## config.mk

```make
export PLATFORM = sky130hd
export DESIGN_NAME = olrc_top
export DESIGN_NICKNAME = d
export VERILOG_FILES = /design/src/rtl/olrc_pkg.sv /design/src/rtl/olrc_top.sv
export SDC_FILE = /design/constraint.sdc
export NUM_CORES = 2
export LEC_CHECK = 0
export BUFFER_PORTS_ARGS = -buffer_cell sky130_fd_sc_hd__buf_2
export CAP_MARGIN = 40
export CORE_MARGIN = 3
export CORE_UTILIZATION = 40
export DETAILED_ROUTE_END_ITERATION = 12
export PLACE_DENSITY = 0.53
export SYNTH_ARGS = -nofsm -noshare
export SYNTH_HDL_FRONTEND = slang
export SYNTH_SLANG_ARGS = --single-unit
export TNS_END_PERCENT = 100
```

## constraint.sdc

```tcl
create_clock -name mclk_i -period 15.9 [get_ports mclk_i]
set_input_delay 1.59 -clock mclk_i [delete_from_list [all_inputs] [get_ports mclk_i]]
set_output_delay 1.59 -clock mclk_i [all_outputs]
set_load 0.005 [all_outputs]
```

## src/rtl/olrc_pkg.sv

```systemverilog
// constants and types shared by the on/off, limiter and ramp control block
package olrc_pkg;

  // ==========================================================================
  // widths
  localparam int DATA_W = 16;
  localparam int ADDR_W = 5;

  // ==========================================================================
  // register offsets (word index on the plain register port)
  localparam logic [4:0] ADDR_CTRL = 5'h00;
  localparam logic [4:0] ADDR_CMD = 5'h01;
  localparam logic [4:0] ADDR_HYST_HEAT = 5'h02;
  localparam logic [4:0] ADDR_HYST_COOL = 5'h03;
  localparam logic [4:0] ADDR_DEAD_BAND = 5'h04;
  localparam logic [4:0] ADDR_MV_UPPER = 5'h05;
  localparam logic [4:0] ADDR_MV_LOWER = 5'h06;
  localparam logic [4:0] ADDR_MV_RATE = 5'h07;
  localparam logic [4:0] ADDR_SP_UPPER = 5'h08;
  localparam logic [4:0] ADDR_SP_LOWER = 5'h09;
  localparam logic [4:0] ADDR_SETPOINT = 5'h0a;
  localparam logic [4:0] ADDR_RAMP_AMOUNT = 5'h0b;
  localparam logic [4:0] ADDR_RAMP_BASE = 5'h0c;
  localparam logic [4:0] ADDR_INPUT_CFG = 5'h0d;
  localparam logic [4:0] ADDR_SCALE_HI = 5'h0e;
  localparam logic [4:0] ADDR_SCALE_LO = 5'h0f;
  localparam logic [4:0] ADDR_STATUS = 5'h10;
  localparam logic [4:0] ADDR_RAMP_SP = 5'h11;
  localparam logic [4:0] ADDR_MV_OUT = 5'h12;
  localparam logic [4:0] ADDR_PV = 5'h13;

  // ==========================================================================
  // control register fields
  localparam int CTRL_ONOFF = 0;
  localparam int CTRL_HEAT_COOL = 1;
  localparam int CTRL_DIRECT = 2;
  localparam int CTRL_POS_PROP = 3;
  localparam int CTRL_RUN = 4;
  localparam int CTRL_MANUAL = 5;
  localparam int CTRL_SELF_TUNE = 6;
  localparam int CTRL_ERROR = 7;
  localparam int CTRL_W = 8;

  // command register fields (write only, self clearing)
  localparam int CMD_AT_START = 0;
  localparam int CMD_AT_STOP = 1;

  // status register fields
  localparam int STAT_HEAT = 0;
  localparam int STAT_COOL = 1;
  localparam int STAT_RAMPING = 2;
  localparam int STAT_AT_HELD = 3;
  localparam int STAT_AT_RUN = 4;

  // ==========================================================================
  // reset values
  localparam logic [7:0] CTRL_RST = 8'h10;
  localparam logic [15:0] HYST_RST = 16'h0008;
  localparam logic [15:0] DEAD_BAND_RST = 16'h0000;
  localparam logic [15:0] MV_UPPER_RST = 16'h03e8;
  localparam logic [15:0] MV_LOWER_RST = 16'hfc18;
  localparam logic [15:0] MV_RATE_RST = 16'h0000;
  localparam logic [15:0] SCALE_HI_RST = 16'h0578;
  localparam logic [15:0] SCALE_LO_RST = 16'hff38;
  localparam logic [15:0] SETPOINT_RST = 16'h0000;
  localparam logic [15:0] RAMP_AMOUNT_RST = 16'h0000;
  localparam logic [1:0] RAMP_BASE_RST = 2'h0;
  localparam logic [7:0] INPUT_CFG_RST = 8'h00;

  // ==========================================================================
  // ramp time base codes and their length in seconds
  localparam logic [1:0] BASE_SECOND = 2'h0;
  localparam logic [1:0] BASE_MINUTE = 2'h1;
  localparam logic [1:0] BASE_HOUR = 2'h2;
  localparam logic [11:0] SECS_PER_MINUTE = 12'h03c;
  localparam logic [11:0] SECS_PER_HOUR = 12'he10;

  // ==========================================================================
  // timing
  localparam int CLK_PERIOD_NS = 4;
  localparam int TICK_PERIOD_NS = 1_000_000_000;
  localparam int TICK_CYCLES = TICK_PERIOD_NS / CLK_PERIOD_NS;

  typedef enum logic [1:0] {AT_IDLE, AT_HELD, AT_RUN} olrc_at_type;

endpackage

```

## src/rtl/olrc_top.sv

```systemverilog
// on/off switching, output clamp, rate limiter, setpoint limiter and ramp
//
// The placing of the registers and the address-and-strobe port were left to the implementer.
`timescale 1ns/1ps

module olrc_top #(
  parameter int unsigned TICK_CYCLES = olrc_pkg::TICK_CYCLES
) (
  input wire logic mclk_i,
  input wire logic reset_i,
  input wire logic [4:0] addr_i,
  input wire logic [15:0] wr_data_i,
  input wire logic wr_i,
  input wire logic rd_i,
  output logic [15:0] rd_data_o,
  input wire logic signed [15:0] process_value_i,
  input wire logic signed [15:0] mv_computed_i,
  output logic signed [15:0] manipulated_variable_o,
  output logic signed [15:0] control_setpoint_o,
  output logic heat_on_o,
  output logic cool_on_o,
  output logic auto_tuning_o
);

  // ==========================================================================
  // helpers
  function automatic logic signed [15:0] clamp(input logic signed [15:0] x,
      input logic signed [15:0] lo, input logic signed [15:0] hi);
    logic signed [15:0] r;
    r = x;
    if (x > hi) begin
      r = hi;
    end else if (x < lo) begin
      r = lo;
    end
    return r;
  endfunction

  // difference is taken at 18 bits so a full-scale swing cannot wrap
  function automatic logic signed [15:0] step_toward(
      input logic signed [15:0] cur, input logic signed [15:0] tgt,
      input logic [15:0] step);
    logic signed [17:0] diff;
    logic signed [17:0] st;
    logic signed [17:0] r;
    diff = 18'(tgt) - 18'(cur);
    st = 18'(signed'({1'b0, step}));
    r = 18'(tgt);
    if (diff > st) begin
      r = 18'(cur) + st;
    end else if (diff < -st) begin
      r = 18'(cur) - st;
    end
    return r[15:0];
  endfunction

  function automatic logic [11:0] base_secs(input logic [1:0] base);
    logic [11:0] r;
    r = 12'h001;
    if (base == olrc_pkg::BASE_MINUTE) begin
      r = olrc_pkg::SECS_PER_MINUTE;
    end else if (base == olrc_pkg::BASE_HOUR) begin
      r = olrc_pkg::SECS_PER_HOUR;
    end
    return r;
  endfunction

  // ==========================================================================
  // registers
  logic [7:0] ctrl;
  logic [15:0] hyst_heat;
  logic [15:0] hyst_cool;
  logic [15:0] dead_band;
  logic signed [15:0] mv_upper;
  logic signed [15:0] mv_lower;
  logic [15:0] mv_rate;
  logic signed [15:0] sp_upper;
  logic signed [15:0] sp_lower;
  logic signed [15:0] setpoint;
  logic [15:0] ramp_step_amount;
  logic [1:0] ramp_time_base;
  logic [7:0] input_cfg;
  logic signed [15:0] scale_hi;
  logic signed [15:0] scale_lo;
  logic range_changed;
  logic limits_changed;
  logic signed [15:0] ramp_sp;
  logic ramp_restart;
  logic [27:0] tick_cnt;
  logic sec_tick;
  logic [11:0] base_cnt;
  logic ramp_tick;
  olrc_pkg::olrc_at_type at_state;

  wire logic wr_ctrl = wr_i && addr_i == olrc_pkg::ADDR_CTRL;
  wire logic wr_cmd = wr_i && addr_i == olrc_pkg::ADDR_CMD;
  wire logic onoff = ctrl[olrc_pkg::CTRL_ONOFF];
  wire logic heat_cool = ctrl[olrc_pkg::CTRL_HEAT_COOL];
  wire logic pos_prop = ctrl[olrc_pkg::CTRL_POS_PROP];
  wire logic run = ctrl[olrc_pkg::CTRL_RUN];
  wire logic manual = ctrl[olrc_pkg::CTRL_MANUAL];
  wire logic self_tune = ctrl[olrc_pkg::CTRL_SELF_TUNE];
  wire logic fault = ctrl[olrc_pkg::CTRL_ERROR];
  wire logic ramp_en = ramp_step_amount != 16'h0000;
  wire logic ramp_live = ramp_en && run && !fault;
  wire logic ramping = ramp_live && ramp_sp != setpoint;
  wire logic signed [15:0] sp_eff = ramp_live ? ramp_sp : setpoint;

  // ==========================================================================
  // control register: on/off never coexists with position-proportional
  logic [7:0] next_ctrl;
  always_comb begin
    next_ctrl = wr_data_i[7:0];
    if (next_ctrl[olrc_pkg::CTRL_POS_PROP]) begin
      next_ctrl[olrc_pkg::CTRL_ONOFF] = 1'b0;
    end
  end

  always_ff @(posedge mclk_i) begin
    if (reset_i) begin
      ctrl <= olrc_pkg::CTRL_RST;
    end else if (wr_ctrl) begin
      ctrl <= next_ctrl;
    end
  end

  // ==========================================================================
  // tuning and limit parameters
  always_ff @(posedge mclk_i) begin
    if (reset_i) begin
      hyst_heat <= olrc_pkg::HYST_RST;
      hyst_cool <= olrc_pkg::HYST_RST;
      dead_band <= olrc_pkg::DEAD_BAND_RST;
      mv_upper <= olrc_pkg::MV_UPPER_RST;
      mv_lower <= olrc_pkg::MV_LOWER_RST;
      mv_rate <= olrc_pkg::MV_RATE_RST;
      ramp_step_amount <= olrc_pkg::RAMP_AMOUNT_RST;
      ramp_time_base <= olrc_pkg::RAMP_BASE_RST;
    end else if (wr_i) begin
      unique case (addr_i)
        olrc_pkg::ADDR_HYST_HEAT: hyst_heat <= wr_data_i;
        olrc_pkg::ADDR_HYST_COOL: begin
          if (heat_cool) begin
            hyst_cool <= wr_data_i;
          end
        end
        olrc_pkg::ADDR_DEAD_BAND: dead_band <= wr_data_i;
        olrc_pkg::ADDR_MV_UPPER: mv_upper <= wr_data_i;
        olrc_pkg::ADDR_MV_LOWER: mv_lower <= wr_data_i;
        olrc_pkg::ADDR_MV_RATE: mv_rate <= wr_data_i;
        olrc_pkg::ADDR_RAMP_AMOUNT: ramp_step_amount <= wr_data_i;
        olrc_pkg::ADDR_RAMP_BASE: ramp_time_base <= wr_data_i[1:0];
        default: ;
      endcase
    end
  end

  // ==========================================================================
  // input range and setpoint limits
  always_ff @(posedge mclk_i) begin
    if (reset_i) begin
      input_cfg <= olrc_pkg::INPUT_CFG_RST;
      scale_hi <= olrc_pkg::SCALE_HI_RST;
      scale_lo <= olrc_pkg::SCALE_LO_RST;
      range_changed <= 1'b0;
    end else begin
      range_changed <= 1'b0;
      if (wr_i && addr_i == olrc_pkg::ADDR_INPUT_CFG) begin
        input_cfg <= wr_data_i[7:0];
        range_changed <= wr_data_i[7:0] != input_cfg;
      end
      if (wr_i && addr_i == olrc_pkg::ADDR_SCALE_HI) begin
        scale_hi <= wr_data_i;
        range_changed <= wr_data_i != scale_hi;
      end
      if (wr_i && addr_i == olrc_pkg::ADDR_SCALE_LO) begin
        scale_lo <= wr_data_i;
        range_changed <= wr_data_i != scale_lo;
      end
    end
  end

  always_ff @(posedge mclk_i) begin
    if (reset_i) begin
      sp_upper <= olrc_pkg::SCALE_HI_RST;
      sp_lower <= olrc_pkg::SCALE_LO_RST;
      limits_changed <= 1'b0;
    end else begin
      limits_changed <= 1'b0;
      if (range_changed) begin
        sp_upper <= scale_hi;
        sp_lower <= scale_lo;
        limits_changed <= 1'b1;
      end else if (wr_i && addr_i == olrc_pkg::ADDR_SP_UPPER) begin
        sp_upper <= wr_data_i;
        limits_changed <= 1'b1;
      end else if (wr_i && addr_i == olrc_pkg::ADDR_SP_LOWER) begin
        sp_lower <= wr_data_i;
        limits_changed <= 1'b1;
      end
    end
  end

  // a setpoint write in the reclamp cycle is clamped too, so neither is lost
  always_ff @(posedge mclk_i) begin
    if (reset_i) begin
      setpoint <= olrc_pkg::SETPOINT_RST;
    end else if (wr_i && addr_i == olrc_pkg::ADDR_SETPOINT) begin
      setpoint <= clamp(wr_data_i, sp_lower, sp_upper);
    end else if (limits_changed) begin
      setpoint <= clamp(setpoint, sp_lower, sp_upper);
    end
  end

  // ==========================================================================
  // one-second tick and ramp time base
  always_ff @(posedge mclk_i) begin
    if (reset_i) begin
      tick_cnt <= 28'h0000000;
      sec_tick <= 1'b0;
    end else if (tick_cnt == 28'(TICK_CYCLES - 1)) begin
      tick_cnt <= 28'h0000000;
      sec_tick <= 1'b1;
    end else begin
      tick_cnt <= tick_cnt + 28'h0000001;
      sec_tick <= 1'b0;
    end
  end

  always_ff @(posedge mclk_i) begin
    if (reset_i || !ramp_live) begin
      base_cnt <= 12'h000;
      ramp_tick <= 1'b0;
    end else begin
      ramp_tick <= 1'b0;
      if (sec_tick) begin
        if (base_cnt >= base_secs(ramp_time_base) - 12'h001) begin
          base_cnt <= 12'h000;
          ramp_tick <= 1'b1;
        end else begin
          base_cnt <= base_cnt + 12'h001;
        end
      end
    end
  end

  // ==========================================================================
  // setpoint ramp; manual mode does not stop it
  always_ff @(posedge mclk_i) begin
    if (reset_i) begin
      ramp_sp <= olrc_pkg::SETPOINT_RST;
      ramp_restart <= 1'b1;
    end else if (!run || fault || !ramp_en) begin
      ramp_sp <= setpoint;
      ramp_restart <= ramp_restart || !run;
    end else if (ramp_restart) begin
      ramp_sp <= process_value_i;
      ramp_restart <= 1'b0;
    end else if (ramp_tick) begin
      ramp_sp <= step_toward(ramp_sp, setpoint, ramp_step_amount);
    end
  end

  // ==========================================================================
  // auto-tuning request is parked while the ramp is still moving
  always_ff @(posedge mclk_i) begin
    if (reset_i) begin
      at_state <= olrc_pkg::AT_IDLE;
    end else if (wr_cmd && wr_data_i[olrc_pkg::CMD_AT_STOP]) begin
      at_state <= olrc_pkg::AT_IDLE;
    end else begin
      unique case (at_state)
        olrc_pkg::AT_IDLE: begin
          if (wr_cmd && wr_data_i[olrc_pkg::CMD_AT_START] && !pos_prop) begin
            at_state <= ramping ? olrc_pkg::AT_HELD : olrc_pkg::AT_RUN;
          end
        end
        olrc_pkg::AT_HELD: begin
          if (!ramping) begin
            at_state <= olrc_pkg::AT_RUN;
          end
        end
        olrc_pkg::AT_RUN: ;
      endcase
    end
  end

  // ==========================================================================
  // manipulated variable: clamp then rate limit
  wire logic at_run = at_state == olrc_pkg::AT_RUN;
  wire logic hard_bypass = onoff || self_tune || manual || !run || fault;
  wire logic clamp_on = !hard_bypass && !pos_prop;
  wire logic rate_on = !hard_bypass && !at_run && mv_rate != 16'h0000;
  // signed clamp: heat side positive up to upper, cool negative down to lower
  wire logic signed [15:0] mv_target = clamp_on ?
      clamp(mv_computed_i, mv_lower, mv_upper) : mv_computed_i;

  always_ff @(posedge mclk_i) begin
    if (reset_i) begin
      manipulated_variable_o <= 16'h0000;
    end else if (!rate_on) begin
      manipulated_variable_o <= mv_target;
    end else if (sec_tick) begin
      manipulated_variable_o <= step_toward(manipulated_variable_o,
          mv_target, mv_rate);
    end
  end

  // ==========================================================================
  // on/off switching against the effective setpoint
  logic signed [17:0] dev;
  logic signed [17:0] half_db;
  logic signed [17:0] hh;
  logic signed [17:0] hc;
  always_comb begin
    dev = 18'(process_value_i) - 18'(sp_eff);
    // sign kept so a negative dead band turns into an overlap band
    half_db = heat_cool ? 18'(signed'(dead_band)) >>> 1 : 18'sh00000;
    hh = 18'(signed'({1'b0, hyst_heat}));
    hc = 18'(signed'({1'b0, hyst_cool}));
  end

  always_ff @(posedge mclk_i) begin
    if (reset_i || !onoff || !run || fault) begin
      heat_on_o <= 1'b0;
      cool_on_o <= 1'b0;
    end else if (heat_cool) begin
      if (dev <= -half_db - hh) begin
        heat_on_o <= 1'b1;
      end else if (dev >= -half_db) begin
        heat_on_o <= 1'b0;
      end
      if (dev >= half_db + hc) begin
        cool_on_o <= 1'b1;
      end else if (dev <= half_db) begin
        cool_on_o <= 1'b0;
      end
    end else if (ctrl[olrc_pkg::CTRL_DIRECT]) begin
      cool_on_o <= 1'b0;
      if (dev >= hh) begin
        heat_on_o <= 1'b1;
      end else if (dev <= 18'sh00000) begin
        heat_on_o <= 1'b0;
      end
    end else begin
      cool_on_o <= 1'b0;
      if (dev <= -hh) begin
        heat_on_o <= 1'b1;
      end else if (dev >= 18'sh00000) begin
        heat_on_o <= 1'b0;
      end
    end
  end

  always_ff @(posedge mclk_i) begin
    if (reset_i) begin
      control_setpoint_o <= olrc_pkg::SETPOINT_RST;
      auto_tuning_o <= 1'b0;
    end else begin
      control_setpoint_o <= sp_eff;
      auto_tuning_o <= at_run;
    end
  end

  // ==========================================================================
  // read port: data valid the cycle after the strobe, zero otherwise
  logic [15:0] rd_mux;
  always_comb begin
    rd_mux = 16'h0000;
    unique case (addr_i)
      olrc_pkg::ADDR_CTRL: rd_mux = {8'h00, ctrl};
      olrc_pkg::ADDR_HYST_HEAT: rd_mux = hyst_heat;
      olrc_pkg::ADDR_HYST_COOL: rd_mux = hyst_cool;
      olrc_pkg::ADDR_DEAD_BAND: rd_mux = dead_band;
      olrc_pkg::ADDR_MV_UPPER: rd_mux = mv_upper;
      olrc_pkg::ADDR_MV_LOWER: rd_mux = mv_lower;
      olrc_pkg::ADDR_MV_RATE: rd_mux = mv_rate;
      olrc_pkg::ADDR_SP_UPPER: rd_mux = sp_upper;
      olrc_pkg::ADDR_SP_LOWER: rd_mux = sp_lower;
      olrc_pkg::ADDR_SETPOINT: rd_mux = setpoint;
      olrc_pkg::ADDR_RAMP_AMOUNT: rd_mux = ramp_step_amount;
      olrc_pkg::ADDR_RAMP_BASE: rd_mux = {14'h0000, ramp_time_base};
      olrc_pkg::ADDR_INPUT_CFG: rd_mux = {8'h00, input_cfg};
      olrc_pkg::ADDR_SCALE_HI: rd_mux = scale_hi;
      olrc_pkg::ADDR_SCALE_LO: rd_mux = scale_lo;
      olrc_pkg::ADDR_STATUS: begin
        rd_mux[olrc_pkg::STAT_HEAT] = heat_on_o;
        rd_mux[olrc_pkg::STAT_COOL] = cool_on_o;
        rd_mux[olrc_pkg::STAT_RAMPING] = ramping;
        rd_mux[olrc_pkg::STAT_AT_HELD] = at_state == olrc_pkg::AT_HELD;
        rd_mux[olrc_pkg::STAT_AT_RUN] = at_run;
      end
      olrc_pkg::ADDR_RAMP_SP: rd_mux = sp_eff;
      olrc_pkg::ADDR_MV_OUT: rd_mux = manipulated_variable_o;
      olrc_pkg::ADDR_PV: rd_mux = process_value_i;
      default: rd_mux = 16'h0000;
    endcase
  end

  always_ff @(posedge mclk_i) begin
    if (reset_i || !rd_i) begin
      rd_data_o <= 16'h0000;
    end else begin
      rd_data_o <= rd_mux;
    end
  end

endmodule

```

==> results.yml <==
outcome:
  status: "finished clean"
setup_path:
  r2r_setup_slack_ns: 7.85
  cp_max_fo: 18
  cp.arrival_ns: 8.99
  crit_path_max_incr_delay_ns: 0.42
  worst_r2r_path_depth: 32
  path_class: "input port to flip-flop"
  regToRegEndpoint: "heat_on_o"
  crit_path_frequent_cell: "ha_1"
  end_kind: "flip-flop"
  crit_path_start_kind: "input port"
  critPathCapture: "manipulated_variable_o[12]"
  crit_start: "mv_computed_i[1]"
  reg2reg_from: "ramp_step_amount[1]"
  cp.required_ns: 16.37
  cp_slowest_cell: "fa_1"
sta:
  slew_headroom_pct: 35.16
  worst_pin_slew_ns: 0.9690
  min_period_ns: 8.520
  drv_slew: 0
  finalSetupViolations: 0
  rsz0062_at_grt: "false"
  finalCritPeriodShare_pct: 53.59
  fmax_ghz: 0.1174
  finalHoldViolCount: 0
  setup_tns_ns: 0
  fin_worst_skew_ns: 0.04835
placed_design:
  dp_hpwl_um: 92940
  io_buffers: 107
  place_area_um2: 30890
  dp.cells: 4828
  gp_congestion: 0.9789
synth:
  synth_edf_count: 0
  ys_ff_latch: 324
  avgSynthCellArea_um2: 7.533
  synth.distinct_cells: 90
  yosysTopAreaCellShare_pct: 22.19
  synthCells: 3881
  synthTopCellsByArea: "dfxtp_1 22%, ha_1 18%, nand2_1 6.6%, a21oi_1 5.8%, xnor2_1 3.7%"
  yosys.area.top_type: "dfxtp_1"
  syn_area_um2: 29240
  yosysWarnings: 0
  synth_ff_type: "dfxtp_1"
  synth_fp_nets: 4363
  synthArstFlopShare_pct: 0
  seq_area_frac_synth_pct: 22.19
routing:
  vias: 29850
  via_per_inst: 6.082
  dr.pass1.iters: 6
  antenna_left: 0
  first_iter_violations: 3527
  totalWireLength_um: 122300
  wl_per_cell_um: 24.92
  remaining_drc_errors: 0
clock_network:
  h-tree-depth: 2
  insertion_delay_ns: 0.61
  cts_tree: "done"
  hold_buffers: 0
  numCtsBuffers: 41
  cts_setup_buffers: 0
  cts_resized: 0
  path_clk_slew_ns: 0.06
  cts_sinks: 324
  cts_root_buf: "clkbuf_16"
  clockBufferDepth: 3
grt:
  grt_pass1_vias: 27800
  gr-total-overflow: 0
  grt_pass1_wl_um: 181900
  antenna_found_initial: 6
  grtUsageTotal_pct: 30.84
  grt_max_degree: 93
floorplanning:
  dieArea_um2: 76370
  start_util_pct: 40.62
  die_x_um: 276.4
  die_h_um: 276.4
  ioPinCount: 108
  floorplan.rows: 98
  fp.coreArea_um2: 71980
final_layout:
  fin_cells: 4908
  final_cell_area_um2: 32330
  drive_above_1_share_pct: 7.414
  layout_common_cells: "511 x nand2_1, 416 x ha_1, 340 x a21oi_1, 324 x dfxtp_1, 282 x inv_1"
  largest_register: "tick_cnt"
  nets: 4403
  syn_to_final_growth_pct: 10.60
  final_common_cell: "nand2_1"
  largest_register_ffs: 28
hold_path:
  hold_class: "flip-flop to flip-flop"
power_and_ir_drop:
  power_density_nw_per_um2: 95.86
  static-leakage-power_nw: 13.68
  vdd_ir_drop_max_mv: 0.09189
flow_run:
  cap_violations: 0
## final cells by class
type,count,area [um2]
fill,7404,39640
clock buffer,53,1121
multi-input combinational,3088,21000
antenna,6,15.01
tap,950,1189
timing repair buffer,182,1146
clock inverter,21,311.5
inverter,284,1066
sequential,324,6486
## where the power goes
part	switching [W]	internal [W]	leakage, nW
combinational	0.000733	0.000469	10.4
sequential	0.0000563	0.000832	2.62
clock	0.000409	0.000601	0.702
## routing by layer
metal	track usage (%)	vias to the layer above	wire [um]
met5	0	-	0
li1	-	14040	-
met1	41.89	14080	52360
met3	4.703	298	10300
met2	47.98	1426	53070
met4	14.29	0	6574
## Yosys cell counts (40+ instances only)
master	number
nand2_1	511
ha_1	416
a21oi_1	340
dfxtp_1	324
inv_1	282
nor2_1	277
clkbuf_1	171
nand3_1	143
o21ai_0	137
xnor2_1	123
a22oi_1	87
xor2_1	77
nor3_1	76
a21o_1	74
nand4_1	72
nand2b_1	64
a211oi_1	51
nor2b_1	41
nand3b_1	40
## per-stage QoR
stage / setup slack, ns / power (W) / utilization [%] / hold slack (ns)
after detailed placement: 6.925 / 0.002083 / 42.91 / 0.4551
after global routing: 6.773 / 0.003272 / 44.91 / 0.4894
after global placement: 7.100 / 0.002076 / 42.74 / 0.4459
final: 7.380 / 0.003100 / 44.92 / 0.4681
after CTS: 7.511 / 0.003089 / 44.90 / 0.4686
after floorplan: 7.772 / 0.001724 / - / 0.4260
## how the worst min path moves through the flow
stage           startpoint     endpoint  cells past startpoint
3_3_place_gp   tick_cnt[0]  tick_cnt[0]                      1
3_5_place_dp   tick_cnt[0]  tick_cnt[0]                      1
6_report       tick_cnt[0]  tick_cnt[0]                      1
2_1_floorplan  tick_cnt[0]  tick_cnt[0]                      1
5_1_grt        tick_cnt[0]  tick_cnt[0]                      1
4_1_cts            ctrl[7]      ctrl[7]                      2
## critical path, delay by kind of cell
family	cells	cell delay [ns]
compound gates	20	4.61
fa+ha+maj	4	1.23
simple gates	3	0.66
buf+inv	4	0.57
mux	1	0.32
## logic make-up after synthesis
group | after synthesis | share of synthesized area, %
AND/OR/NAND/NOR | 1391 | 22.65
AO/OA/AOI/OAI | 1045 | 23.75
buffers and inverters | 469 | 6.090
adder cells (fa/ha/maj) | 425 | 18.42
flip-flops | 324 | 22.19
XOR/XNOR | 200 | 5.991
multiplexers | 26 | 0.9030
other | 1 | 0.01283
No activity file was read; power rests on OpenSTA's default activity.
